## src/rtl/sscfg_pkg.sv

```systemverilog
// Package for the strap startup configuration loader: encodings, layouts, counts.
// Assumes one 10 MHz clock; switch banks are raw pins, 1 = closed.
package sscfg_pkg;

    // ------------------------------------------------------------
    // Switch positions (bit index = position - 1)
    // ------------------------------------------------------------
    localparam int SW_BAUD_LSB = 0;
    localparam int SW_BAUD_MSB = 2;
    localparam int SW_FLOW_BIT = 3;
    localparam int SW_NET_BIT = 3;
    localparam int SW_PROT_BIT = 4;
    localparam int SW_PROTO_LSB = 5;
    localparam int SW_PROTO_MSB = 7;

    // ------------------------------------------------------------
    // Protocol and baud codes
    // ------------------------------------------------------------
    localparam logic [2:0] PROTO_SW_COMBINED = 3'h0;
    localparam logic [2:0] PROTO_SW_STRICT = 3'h1;
    localparam logic [2:0] PROTO_SW_LOOP = 3'h2;
    localparam logic [2:0] PROTO_SW_CTRL = 3'h4;
    localparam logic [2:0] BAUD_SW_9600 = 3'h0;
    localparam logic [2:0] BAUD_SW_MAX = 3'h5;

    typedef enum logic [1:0] {
        SSCFG_PR_COMBINED = 2'h0,
        SSCFG_PR_STRICT = 2'h1,
        SSCFG_PR_LOOP = 2'h2,
        SSCFG_PR_CTRL = 2'h3
    } sscfg_proto_e;

    // Port configuration carried out of the block
    typedef struct packed {
        sscfg_proto_e proto;
        logic [2:0] baud;
        logic flow_en;
        logic bad;
    } sscfg_port_s;

    // ------------------------------------------------------------
    // Startup timing
    // ------------------------------------------------------------
    localparam int CLK_HZ = 10_000_000;
    localparam int SAMPLE_US = 2;
    localparam int SAMPLE_CYC = (SAMPLE_US * CLK_HZ + 999_999) / 1_000_000;
    localparam int NETCFG_US = 10;
    localparam int NETCFG_CYC = (NETCFG_US * CLK_HZ + 999_999) / 1_000_000;

    // ------------------------------------------------------------
    // Error answer codes and factory IP address
    // ------------------------------------------------------------
    localparam logic [7:0] ERR_NONE = 8'h00;
    localparam logic [7:0] ERR_WRITE_PROT = 8'h21;
    localparam logic [7:0] ERR_NOT_STARTED = 8'h22;
    localparam logic [31:0] FACTORY_IP = 32'h00000000;

endpackage

```

## src/rtl/sscfg_top.sv

```systemverilog
// Strap startup loader: samples both switch banks once after reset and
// gates port protocol, baud, port one flow control, network start and EEPROM writes.
// Assumes switches are asynchronous pins; host commands are on clk.
`timescale 1ns/1ps
`default_nettype none
module sscfg_top
    import sscfg_pkg::*;
(
    // Clock and reset
    input wire logic clk,
    input wire logic rst_b,
    // Switch pins, 1 = closed
    input wire logic [7:0] port_one_switch_bank,
    input wire logic [7:0] port_two_switch_bank,
    // Host protocol choice for controller mode
    input wire logic [1:0] host_proto_sel,
    // Port one transmit gate
    input wire logic cts,
    input wire logic tx1_req,
    output logic tx1_go,
    // Incoming message class per port
    input wire logic [1:0] msg_valid,
    input wire logic [1:0] msg_is_module,
    input wire logic [1:0] msg_is_strict,
    output logic [1:0] msg_accept,
    output logic [1:0] msg_reject,
    // Loopback character stream per port
    output logic [1:0] loop_tx_valid,
    output logic [7:0] loop_char [2],
    // Network control
    input wire logic start_cmd,
    input wire logic start_params_ok,
    input wire logic net_cmd,
    output logic net_cmd_ok,
    output logic server_run,
    output logic server_from_eeprom,
    output logic netcfg_req,
    // EEPROM parameter write
    input wire logic ee_wr,
    input wire logic [31:0] ee_wr_ip,
    output logic ee_wr_done,
    output logic [7:0] ee_err,
    output logic [31:0] ee_ip,
    // Latched configuration
    output sscfg_port_s cfg_port [2],
    output logic cfg_autostart,
    output logic cfg_wprot,
    output logic cfg_error,
    output logic cfg_ready
);

    // ------------------------------------------------------------
    // Decode helpers
    // ------------------------------------------------------------
    function automatic sscfg_port_s decode_bank(input logic [7:0] sw, input logic flow);
        sscfg_port_s p;
        logic [2:0] pr;
        p = '0;
        pr = sw[SW_PROTO_MSB:SW_PROTO_LSB];
        p.baud = sw[SW_BAUD_MSB:SW_BAUD_LSB];
        p.flow_en = flow;
        unique case (pr)
            PROTO_SW_COMBINED: p.proto = SSCFG_PR_COMBINED;
            PROTO_SW_STRICT: p.proto = SSCFG_PR_STRICT;
            PROTO_SW_LOOP: p.proto = SSCFG_PR_LOOP;
            PROTO_SW_CTRL: p.proto = SSCFG_PR_CTRL;
            default:
            begin
                p.proto = SSCFG_PR_COMBINED;
                p.bad = 1'b1;
            end
        endcase
        if (p.baud > BAUD_SW_MAX)
        begin
            p.bad = 1'b1;
        end
        return p;
    endfunction

    // ------------------------------------------------------------
    // Pin synchronisers
    // ------------------------------------------------------------
    logic [15:0] sw_meta_q;
    logic [15:0] sw_sync_q;

    always_ff @(posedge clk or negedge rst_b)
    begin
        if (!rst_b)
        begin
            sw_meta_q <= 16'h0000;
            sw_sync_q <= 16'h0000;
        end
        else
        begin
            sw_meta_q <= {port_two_switch_bank, port_one_switch_bank};
            sw_sync_q <= sw_meta_q;
        end
    end

    logic [1:0] cts_meta_q;
    always_ff @(posedge clk or negedge rst_b)
    begin
        if (!rst_b)
        begin
            cts_meta_q <= 2'h0;
        end
        else
        begin
            cts_meta_q <= {cts_meta_q[0], cts};
        end
    end

    // ------------------------------------------------------------
    // Startup sequencer
    // ------------------------------------------------------------
    typedef enum logic [2:0] {
        SSCFG_ST_WAIT = 3'h1,
        SSCFG_ST_SAMPLE = 3'h2,
        SSCFG_ST_HOLD = 3'h4
    } sscfg_state_e;

    sscfg_state_e st_q;
    logic [7:0] cnt_q;

    always_ff @(posedge clk or negedge rst_b)
    begin
        if (!rst_b)
        begin
            st_q <= SSCFG_ST_WAIT;
            cnt_q <= 8'h00;
        end
        else
        begin
            unique case (st_q)
                SSCFG_ST_WAIT:
                begin
                    cnt_q <= cnt_q + 8'h01;
                    if (cnt_q == 8'(SAMPLE_CYC - 1))
                    begin
                        st_q <= SSCFG_ST_SAMPLE;
                    end
                end
                SSCFG_ST_SAMPLE:
                begin
                    st_q <= SSCFG_ST_HOLD;
                    cnt_q <= 8'h00;
                end
                SSCFG_ST_HOLD:
                begin
                    if (cnt_q != 8'(NETCFG_CYC))
                    begin
                        cnt_q <= cnt_q + 8'h01;
                    end
                end
                default:
                begin
                    st_q <= SSCFG_ST_WAIT;
                end
            endcase
        end
    end

    sscfg_port_s bank_dec [2];
    assign bank_dec[0] = decode_bank(sw_sync_q[7:0], sw_sync_q[SW_FLOW_BIT]);
    assign bank_dec[1] = decode_bank(sw_sync_q[15:8], 1'b0);
    // Single capture of both banks, held until reset
    always_ff @(posedge clk or negedge rst_b)
    begin
        if (!rst_b)
        begin
            cfg_port[0] <= '0;
            cfg_port[1] <= '0;
            cfg_autostart <= 1'b0;
            cfg_wprot <= 1'b0;
            cfg_error <= 1'b0;
        end
        else if (st_q == SSCFG_ST_SAMPLE)
        begin
            cfg_port[0] <= bank_dec[0];
            cfg_port[1] <= bank_dec[1];
            cfg_autostart <= sw_sync_q[8 + SW_NET_BIT];
            cfg_wprot <= sw_sync_q[8 + SW_PROT_BIT];
            cfg_error <= bank_dec[0].bad | bank_dec[1].bad;
        end
    end

    assign cfg_ready = (st_q == SSCFG_ST_HOLD);

    // ------------------------------------------------------------
    // Port message gating and loopback
    // ------------------------------------------------------------
    sscfg_proto_e eff_proto [2];
    always_comb
    begin
        for (int i = 0; i < 2; i++)
        begin
            eff_proto[i] = (cfg_port[i].proto == SSCFG_PR_CTRL) ?
                sscfg_proto_e'(host_proto_sel) : cfg_port[i].proto;
            msg_accept[i] = 1'b0;
            msg_reject[i] = 1'b0;
            if (cfg_ready && msg_valid[i])
            begin
                unique case (eff_proto[i])
                    SSCFG_PR_COMBINED: msg_accept[i] = 1'b1;
                    SSCFG_PR_STRICT:
                    begin
                        msg_accept[i] = msg_is_strict[i];
                        msg_reject[i] = !msg_is_strict[i];
                    end
                    SSCFG_PR_LOOP: msg_reject[i] = 1'b1;
                    SSCFG_PR_CTRL: msg_accept[i] = msg_is_module[i] | msg_is_strict[i];
                endcase
            end
        end
    end

    // Printable ASCII ramp for loopback plug
    always_ff @(posedge clk or negedge rst_b)
    begin
        if (!rst_b)
        begin
            loop_char[0] <= 8'h20;
            loop_char[1] <= 8'h20;
            loop_tx_valid <= 2'h0;
        end
        else
        begin
            for (int i = 0; i < 2; i++)
            begin
                loop_tx_valid[i] <= cfg_ready && (eff_proto[i] == SSCFG_PR_LOOP);
                if (loop_tx_valid[i])
                begin
                    loop_char[i] <= (loop_char[i] == 8'h7E) ? 8'h20 : loop_char[i] + 8'h01;
                end
            end
        end
    end

    // Port one hardware handshake
    assign tx1_go = tx1_req && cfg_ready && (!cfg_port[0].flow_en || cts_meta_q[1]);

    // ------------------------------------------------------------
    // Network server start
    // ------------------------------------------------------------
    always_ff @(posedge clk or negedge rst_b)
    begin
        if (!rst_b)
        begin
            server_run <= 1'b0;
            server_from_eeprom <= 1'b0;
            netcfg_req <= 1'b0;
        end
        else if (cfg_ready && !server_run)
        begin
            if (cnt_q == 8'(NETCFG_CYC))
            begin
                netcfg_req <= 1'b1;
            end
            if (cfg_autostart)
            begin
                server_run <= 1'b1;
                server_from_eeprom <= 1'b1;
                netcfg_req <= 1'b0;
            end
            else if (start_cmd && start_params_ok)
            begin
                server_run <= 1'b1;
                netcfg_req <= 1'b0;
            end
        end
    end

    assign net_cmd_ok = net_cmd && server_run;

    // ------------------------------------------------------------
    // EEPROM parameter store
    // ------------------------------------------------------------
    always_ff @(posedge clk or negedge rst_b)
    begin
        if (!rst_b)
        begin
            ee_ip <= FACTORY_IP;
            ee_err <= ERR_NONE;
            ee_wr_done <= 1'b0;
        end
        else
        begin
            ee_wr_done <= ee_wr && cfg_ready;
            if (ee_wr && cfg_ready)
            begin
                if (cfg_wprot)
                begin
                    ee_err <= ERR_WRITE_PROT;
                end
                else
                begin
                    ee_ip <= ee_wr_ip;
                    ee_err <= ERR_NONE;
                end
            end
        end
    end
endmodule
`default_nettype wire

```

## config.mk

```make
export PLATFORM = sky130hd
export DESIGN_NAME = sscfg_top
export DESIGN_NICKNAME = d
export VERILOG_FILES = /design/src/rtl/sscfg_pkg.sv /design/src/rtl/sscfg_top.sv
export SDC_FILE = /design/constraint.sdc
export NUM_CORES = 1
export LEC_CHECK = 0
export BUFFER_PORTS_ARGS = -buffer_cell sky130_fd_sc_hd__buf_2
export CAP_MARGIN = 25
export CORE_ASPECT_RATIO = 1.25
export CORE_MARGIN = 2
export CORE_UTILIZATION = 51
export CTS_CLUSTER_DIAMETER = 50
export DETAILED_ROUTE_END_ITERATION = 10
export PLACE_DENSITY = 0.8
export SYNTH_ARGS = -nofsm -noshare
export SYNTH_HDL_FRONTEND = slang
export SYNTH_SLANG_ARGS = --single-unit
```

## constraint.sdc

```tcl
create_clock -name clk -period 2.8 [get_ports clk]
set_clock_uncertainty 0.2 [all_clocks]
set_input_delay 0.42 -clock clk [delete_from_list [all_inputs] [get_ports clk]]
set_output_delay 0.42 -clock clk [all_outputs]
set_load 0.02 [all_outputs]
```

Yosys cells after proc, flatten, opt, wreduce, memory -nomap -nowiden

Index checks and enable logic that the tools add are counted.

Add/sub/neg operators: 3
Mux-type cells: 28
Bitwise logic cells: 5
Reductions and logical operators: 30
Equality and inequality tests: 24
Magnitude comparators: 2

Operators by type and width:

| cell                                                                     | count |
|---|---|
| 8-bit by 1-bit adder with 8-bit output (second input constant)           | 3 |
| 8-bit by 7-bit equality test with 1-bit output (second input constant)   | 3 |
| 8-bit 2-to-1 mux                                                         | 3 |
| 8-bit case mux with 3 select lines                                       | 1 |
| 1-bit 2-to-1 mux                                                         | 13 |
| 2-bit equality test (second input constant)                              | 6 |
| 2-bit case mux with 3 select lines                                       | 2 |
| 2-bit AND reduction                                                      | 6 |
| 1-bit logical AND                                                        | 10 |
| 3-bit by 1-bit equality test with 1-bit output (second input constant)   | 3 |
| 3-bit by 2-bit equality test with 1-bit output (second input constant)   | 3 |
| 3-bit equality test (second input constant)                              | 3 |
| 3-bit case mux with 3 select lines                                       | 1 |
| 8-bit by 5-bit equality test with 1-bit output (second input constant)   | 1 |
| 8-bit by 7-bit inequality test with 1-bit output (second input constant) | 1 |
| 4-bit OR reduction                                                       | 2 |
| 3-bit greater-than comparator (second input constant)                    | 2 |
| 3-bit zero test                                                          | 2 |
| 6-bit 2-to-1 mux                                                         | 1 |
| 1-bit case mux with 3 select lines                                       | 2 |
| 3-bit nonzero test                                                       | 2 |
| 2-bit by 1-bit equality test with 1-bit output (second input constant)   | 2 |
| 1-bit zero test                                                          | 4 |
| 2-bit zero test                                                          | 2 |
| other kinds (9)                                                          | 14 |

Output and inout port bits: 86
Register bits after elaboration: 123
Input port bits: 64
Logic and storage cells: 116

Depth between registers and ports, before layout

Gate-level depths: netlist of the first run.

Word-level depth: 5
Depth in mapped cells: 7
Mapped depth without buffers: 6

Worst setup path before layout of the first run

Ideal clock, no wire load.

Path kind: reg2out
From: register st_q[0]
To: output msg_reject[0]
Slack: 0.378 ns
Arrival time: 1.802 ns
Data required time: 2.180 ns
Cell stages (with the launch flop): 8
Buffers on the path: 2
Path through: dfstp_2 > clkbuf_1 > inv_1 > nand3_2 > inv_1 > clkbuf_1 > nand2_1 > nor3_1

Word-level cells in the longest chain between the ends: 3

RTL lines:

| what                     | line             | RTL |
|---|---|---|
| start: declaration       | sscfg_top.sv:122 | `sscfg_state_e st_q;` |
| start signal: assignment | sscfg_top.sv:129 | `st_q <= SSCFG_ST_WAIT;` |
| start signal: assignment | sscfg_top.sv:140 | `st_q <= SSCFG_ST_SAMPLE;` |
| start signal: assignment | sscfg_top.sv:145 | `st_q <= SSCFG_ST_HOLD;` |
| 3-bit equality test      | sscfg_top.sv:187 | `assign cfg_ready = (st_q == SSCFG_ST_HOLD);` |
| net cfg_ready            | sscfg_top.sv:49  | `output logic cfg_ready` |
| 1-bit logical AND        | sscfg_top.sv:201 | `if (cfg_ready && msg_valid[i])` |
| 1-bit 2-to-1 mux         | sscfg_top.sv:201 |  |
| end: declaration         | sscfg_top.sv:26  | `output logic [1:0] msg_reject,` |

The timed path passes the listed nets, and every way through them passes these cells.

Final worst setup path of the first run

From: register st_q[1]
To: output msg_accept[0]

Word-level cells in the longest chain between the ends: 3

RTL lines:

| what                | line             | RTL |
|---|---|---|
| 3-bit equality test | sscfg_top.sv:187 |  |
| 1-bit logical AND   | sscfg_top.sv:201 |  |
| 1-bit 2-to-1 mux    | sscfg_top.sv:201 |  |
| end: declaration    | sscfg_top.sv:25  | `output logic [1:0] msg_accept,` |

Every way passes these cells.

==> results of run 1 <==
==> cell usage in the layout (no fill, tap or decap), types with 3 or more instances in the layout <==
| cell | instances |
|---|---|
| a211oi_1 | 4 |
| a21oi_1 | 18 |
| a31oi_1 | 8 |
| a41oi_1 | 3 |
| and2_1 | 6 |
| and3_1 | 3 |
| buf_2 | 140 |
| buf_4 | 8 |
| bufinv_16 | 4 |
| clkbuf_16 | 17 |
| clkbuf_8 | 3 |
| clkinvlp_4 | 5 |
| conb_1 | 7 |
| dfrtp_1 | 111 |
| dfstp_2 | 3 |
| dlygate4sd3_1 | 17 |
| ha_1 | 12 |
| inv_1 | 18 |
| mux2_1 | 5 |
| mux2_2 | 39 |
| mux2i_1 | 4 |
| nand2_1 | 29 |
| nand3_1 | 9 |
| nand4_1 | 5 |
| nor2_1 | 10 |
| nor2b_1 | 3 |
| nor3_1 | 6 |
| o21ai_0 | 14 |
| o31ai_1 | 5 |
| xnor2_1 | 5 |
==> power breakdown <==
part	switching [uW]	leakage (uW)	total (uW)	internal, uW
Clock	737	0.000305	2300	1560
Combinational	427	0.00144	728	301
Sequential	149	0.00135	1960	1810
Total	1310	0.00309	4990	3680
==> metal layers <==
layer / vias to the layer above / wire length (um)
li1: 1670 / -
met1: 1724 / 4010
met2: 132 / 5540
met3: 18 / 536
met4: 0 / 187
met5: - / 0
==> metrics by stage <==
stage,instances,hold slack [ns]
final,686,0.0324
after detailed placement,634,0.135
after CTS,683,0.0190
after global routing,686,0.0319
after global placement,634,0.132
after floorplan,386,-0.0756
==> final cells by class <==
| cell class | instances | area, um^2 | area share |
|---|---|---|---|
| sequential | 114 | 2860 | 0.447 |
| multi-input combinational | 231 | 1700 | 0.267 |
| timing repair buffer | 166 | 951 | 0.149 |
| clock buffer | 20 | 467 | 0.0731 |
| clock inverter | 12 | 178 | 0.0278 |
| tap | 123 | 154 | 0.0241 |
| inverter | 20 | 78.8 | 0.0123 |
==> path summary, 6_finish.rpt <==
kind / from / end / depth (start not counted) / slack, ns
max in group asynchronous: rst_b / loop_char[5] / 3 / 1.41
worst min-delay path: ee_wr_ip[3] / ee_ip[3] / 2 / 0.03
min in group asynchronous: rst_b / loop_char[15] / 2 / 0.30
worst max-delay path: st_q[1] / msg_accept[0] / 6 / 0.17
worst max register to register: st_q[1] / ee_ip[14] / 5 / 0.55
worst min register to register: sw_meta_q[12] / sw_sync_q[12] / 0 / 0.15
==> worst max-delay path, stage by stage, from the launching register on <==
cell	delay, ns
dfrtp_1	0.47
inv_2	0.17
nand3_2	0.24
clkinvlp_4	0.26
o211ai_1	0.12
a31oi_1	0.17
buf_2	0.18
==> logic make-up after synthesis <==
family | share of synthesized area
AOI/OAI and AO/OA | 0.0924
xor gates and xnor gates | 0.00923
adders and majority gates | 0.0359
buffers and inverters | 0.0443
DFF | 0.602
muxes | 0.113
other | 0.000791
and+or+nand+nor | 0.102
==> synth_stat cells, types with 2 or more instances <==
library cell and n:
a211oi_1 4, a21o_1 2, a21oi_1 18, a31oi_1 8, a41oi_1 3, and2_1 6, and3_1 3, buf_2 3
buf_4 12, clkbuf_1 5, dfrtp_1 111, dfstp_2 3, ha_1 12, inv_1 19, maj3_1 2, mux2_1 5
mux2_2 39, mux2i_1 4, nand2_1 29, nand2b_1 2, nand3_1 9, nand4_1 5, nand4b_1 2, nor2_1 10
nor2b_1 3, nor3_1 6, nor3b_1 2, o211a_1 2, o211ai_1 2, o21a_1 2, o21ai_0 14, o31ai_1 5
or4_1 2, xnor2_1 5
==> state kept, by name, indices dropped and copies added, names as in the netlist, 2 cells and up <==
name,flops
cnt_q,8
loop_char,16
cfg_port,13
st_q,3
ee_ip,32
sw_meta_q,15
cts_meta_q,2
sw_sync_q,15
loop_tx_valid,2
==> repair_timing <==
item                                   4_1_cts  5_1_grt
endpoints found under the hold margin       45        0
setup endpoints to repair                    0        4
buffers inserted                             0        3
gates resized for setup                      0        1
hold buffers                                17        0
==> flow_metrics.py, run 1 <==
metrics = {
    "status": {
        "status": "finished, final reports clean",
    },
    "final_layout": {
        "fin_area_mm2": 0.00639,
        "fin_util": 0.704,
        "drive_gt1_frac": 0.409,
        "finalNetCount": 626,
        "n_fill_cell": 691,
        "antenna_cells": 0,
        "areaGrowthSynthToFinish_pct": 34.7,
    },
    "logic_synthesis": {
        "avgSynthCellArea_um2": 12.5,
        "async_reset_ff_frac": 1.00,
        "syn_area_mm2": 0.00474,
        "synth-seq-cells": 114,
        "synthCells": 380,
        "synthFlopType": "dfrtp_1",
        "synth_top_cell_by_area": "dfrtp_1",
        "ys_warn_count": 0,
        "synth_edf_count": 0,
        "synth_cell_types": 55,
        "synth_sequential_area_ratio": 0.602,
        "synthTopCellsByArea": "dfrtp_1, mux2_2, ha_1, nand2_1, a21oi_1",
        "yosys.area.top_type_share": 0.586,
    },
    "floorplanning": {
        "coreArea_mm2": 0.00908,
        "fp.dieArea_mm2": 0.0101,
        "num_rows": 39,
        "io_pins": 150,
        "die_height_um": 112,
        "start_util": 0.522,
        "dieWidth_um": 90.2,
    },
    "sta": {
        "hold_viol": 0,
        "worst_pin_slew_ns": 0.768,
        "fin_ws_ns": 0.168,
        "maxSlewViolCount": 0,
        "fin_crit_sh": 0.940,
        "slew_headroom": 0.487,
        "tns_ns": 0,
        "max_clock_freq_mhz": 380,
        "setup_viol": 0,
        "finalWorstPathRequiredPeriod_ns": 2.63,
        "rsz0062_at_grt": "false",
    },
    "grt": {
        "grtUsageMet3": 0.0622,
        "grt_max_degree": 60,
        "grt-busiest-layer": "met2",
        "antenna_found_initial": 0,
        "grt_use_met2": 0.375,
        "grt_pass1_vias": 3613,
        "grt_pass1_wl_mm": 17.0,
        "grt-ovfl-total": 0,
        "grt_usage": 0.213,
        "met1_usage": 0.240,
    },
    "min_path": {
        "hp-class": "in2reg",
    },
    "placement": {
        "portBuffers": 141,
        "dpl_worst_slack_ns": 0.489,
        "gp_congestion": 0.799,
        "place_area_mm2": 0.00555,
        "place_hpwl_mm": 7.04,
    },
    "clock_tree": {
        "cts_tree": "built",
        "cts.sinks": 114,
        "cts_buffer_depth": 2,
        "clock_latency_ns": 0.40,
        "cts_inserted_buffers": 17,
        "root_buffer": "clkbuf_16",
        "h-tree-depth": 4,
        "clkSlewWorstSetupHoldPaths_ns": 0.05,
    },
    "routing": {
        "wl_per_cell_um": 15.0,
        "drc_errors": 0,
        "viasPerCell": 5.17,
        "routed_wl_mm": 10.3,
        "via_count": 3544,
        "antenna_left": 0,
        "drt-initial-drc-count": 131,
        "firstDrtPassIters": 4,
    },
    "critical_path": {
        "required_ns": 2.18,
        "startpoint_type": "register",
        "crit_path_end_kind": "primary output",
        "crit_arrival_ns": 2.01,
        "worstSetupPathType": "reg2out",
        "cp_max_fo": 10,
    },
    "power": {
        "total_power_uw": 4990,
        "worst_ir_drop_vdd_mv": 0.603,
        "p_leak_uw": 0.00309,
        "powerDensity_mw_per_mm2": 781,
    },
    "job": {
        "drv_cap": 0,
    },
}
Power figures use the tool's default switching activity.
==> inputs of run 2 (changes only) <==
- CELL_PAD_IN_SITES_DETAIL_PLACEMENT: default -> 0
- CELL_PAD_IN_SITES_GLOBAL_PLACEMENT: default -> 2
- CORE_UTILIZATION: 51 -> 32
- CTS_CLUSTER_DIAMETER: 50 -> 150
- PLACE_DENSITY: 0.8 -> default
- PLACE_DENSITY_LB_ADDON: default -> 0.1
==> run 2 against run 1 <==
  * The flow now finishes with violations (design-rule violations)
  * Final cell count increased by 7.3%
  * Worst setup slack got worse by 0.017 ns
  * Fmax decreased by 0.65%
  * Global-route usage decreased by 7.4 points
  * Combinational power decreased by 1%
  * Hold slack got worse by 0.0063 ns
  * Count of clock-buffer cells in the layout decreased by 1
  * Critical path depth unchanged
  * Largest cell class unchanged
  * Final area decreased by 0.59%
==> flow_metrics.py, run 2 (synthesis results as in run 1) <==
metrics = {
    "status": {
        "status": "finished with violations",
        "violations": "design-rule violations",
    },
    "grt": {
        "antenna_found_initial": 0,
        "grt_max_degree": 58,
        "grt_usage": 0.140,
        "grt_pass1_wl_mm": 17.2,
        "grt_pass1_vias": 3531,
        "grt-ovfl-total": 0,
    },
    "final_layout": {
        "areaGrowthSynthToFinish_pct": 33.9,
        "largest_reg_flops": 32,
        "reg.largest.list": "ee_ip x32, loop_char x16",
        "multi_input_area_mm2": 0.00170,
        "regMostFlops": "ee_ip",
        "mostFrequentLayoutCells": "buf_2, dfrtp_1, mux2_2",
        "drive_gt1_frac": 0.401,
        "layout_commonest_cell": "buf_2",
        "register_area_mm2": 0.00286,
        "n_fill_cell": 1404,
        "antenna_cells": 0,
        "finalNetCount": 624,
    },
    "critical_path": {
        "crit_family": "buffers and inverters",
        "cpPeakStageDelay_ns": 0.49,
        "cp_max_fo": 9,
        "critPathBufInv": 3,
        "critPathSlowestCell": "dfrtp_1",
        "required_ns": 2.18,
        "startpoint_type": "register",
        "crit_arrival_ns": 2.03,
        "crit_path_cell_trace": "inv_2, nand3_2, inv_2, nand2_1, nor3_1, buf_2",
        "crit_path_end_kind": "primary output",
        "cpMostUsedCell": "inv_2",
        "worstSetupPathType": "reg2out",
    },
    "placement": {
        "gp_congestion": 0.791,
        "place_hpwl_mm": 7.51,
        "portBuffers": 141,
    },
    "floorplanning": {
        "fp.dieArea_mm2": 0.0158,
        "die_height_um": 140,
        "start_util": 0.328,
        "num_rows": 49,
        "dieWidth_um": 113,
        "coreArea_mm2": 0.0145,
        "io_pins": 150,
    },
    "power": {
        "p_leak_uw": 0.00304,
        "combinationalPowerShare": 0.152,
        "pwr-share-clk": 0.432,
        "switchingPower_uw": 1290,
        "worst_ir_drop_vdd_mv": 0.399,
        "powerDensity_mw_per_mm2": 742,
        "power_frac_seq": 0.416,
        "p_sw_frac": 0.273,
        "p_int_uw": 3420,
    },
    "clock_tree": {
        "cts_inserted_buffers": 17,
        "clock_latency_ns": 0.41,
        "cts_tree": "built",
        "h-tree-depth": 4,
        "cts.sinks": 114,
        "clkSlewWorstSetupHoldPaths_ns": 0.05,
        "root_buffer": "clkbuf_16",
        "cts_setup_buffers": 0,
        "cts_buffer_depth": 2,
    },
    "sta": {
        "rsz0062_at_grt": "false",
        "fin_crit_sh": 0.946,
        "hold_viol": 0,
        "max_clock_freq_mhz": 377,
        "setup_viol": 0,
        "fin_hold_ws_ns": 0.0261,
        "finalWorstPathRequiredPeriod_ns": 2.65,
        "tns_ns": 0,
        "maxSlewViolCount": 0,
    },
    "routing": {
        "wl_per_cell_um": 14.1,
        "firstDrtPassIters": 7,
        "drc_errors": 6,
        "via_count": 3414,
        "drt-initial-drc-count": 144,
        "viasPerCell": 4.64,
        "antenna_left": 0,
        "routed_wl_mm": 10.4,
    },
    "min_path": {
        "hp-class": "in2reg",
    },
    "job": {
        "drv_cap": 0,
    },
}
[run 2: cell count changes in the layout (fill, tap and decap cells not counted), sizes merged]
cell	before	now
inv	21	20
clkinvlp	5	4
clkbuf	20	19
bufinv	4	2
buf	149	147
clkinv	2	4
[run 2: routing by layer]
layer / vias up / share of wire / GRT usage
met1: 1629 / 0.42 / 0.162
met2: 99 / 0.50 / 0.228
met5: - / 0 / 0
met4: 0 / 0.018 / 0.0629
li1: 1673 / - / -
met3: 13 / 0.065 / 0.0558
[run 2: power groups by stage]
stage / clock network [uW] / logic [uW] / registers (uW)
after floorplan: 0 / 266 / 2140
after global placement: 0 / 708 / 1980
after detailed placement: 0 / 713 / 1990
after CTS: 2110 / 732 / 1960
after global routing: 2180 / 789 / 1990
final: 2040 / 718 / 1960
[run 2: final timing paths]
check	startpoint	to	slack, ns	cells after the start
max	st_q[1]	msg_reject[0]	0.15	6
min	ee_wr_ip[5]	ee_ip[5]	0.03	2
max reg2reg	st_q[1]	ee_ip[27]	0.54	5
min reg2reg	sw_meta_q[1]	sw_sync_q[1]	0.14	0
max in group asynchronous	rst_b	sw_sync_q[13]	1.37	3
min in group asynchronous	rst_b	loop_char[7]	0.28	2
[run 2: through the flow]
stage / cell area (um^2) / setup slack, ns / utilization / std cells / total power, uW
2_1_floorplan: 4760 / 0.378 / - / 386 / 2400
3_3_place_gp: 5620 / 0.459 / 0.389 / 690 / 2690
3_5_place_dp: 5620 / 0.480 / 0.389 / 690 / 2700
4_1_cts: 6350 / 0.0412 / 0.439 / 736 / 4800
5_1_grt: 6350 / 0.0355 / 0.439 / 736 / 4960
6_report: 6350 / 0.151 / 0.439 / 736 / 4710
[run 2: layout make-up]
| type | count | area share |
|---|---|---|
| multi-input cells | 231 | 0.268 |
| flip-flops and latches | 114 | 0.450 |
| clock buffers | 19 | 0.0697 |
| inverters | 20 | 0.0118 |
| repair buffers | 164 | 0.147 |
| well taps | 178 | 0.0351 |
| clock inverters | 10 | 0.0179 |
[run 2: timing repair]
| action | 4_1_cts | 5_1_grt |
|---|---|---|
| hold endpoints to repair | 42 | 0 |
| setup endpoints to repair | 0 | 1 |
| hold buffers | 17 | 0 |
| gates resized for setup | 0 | 1 |
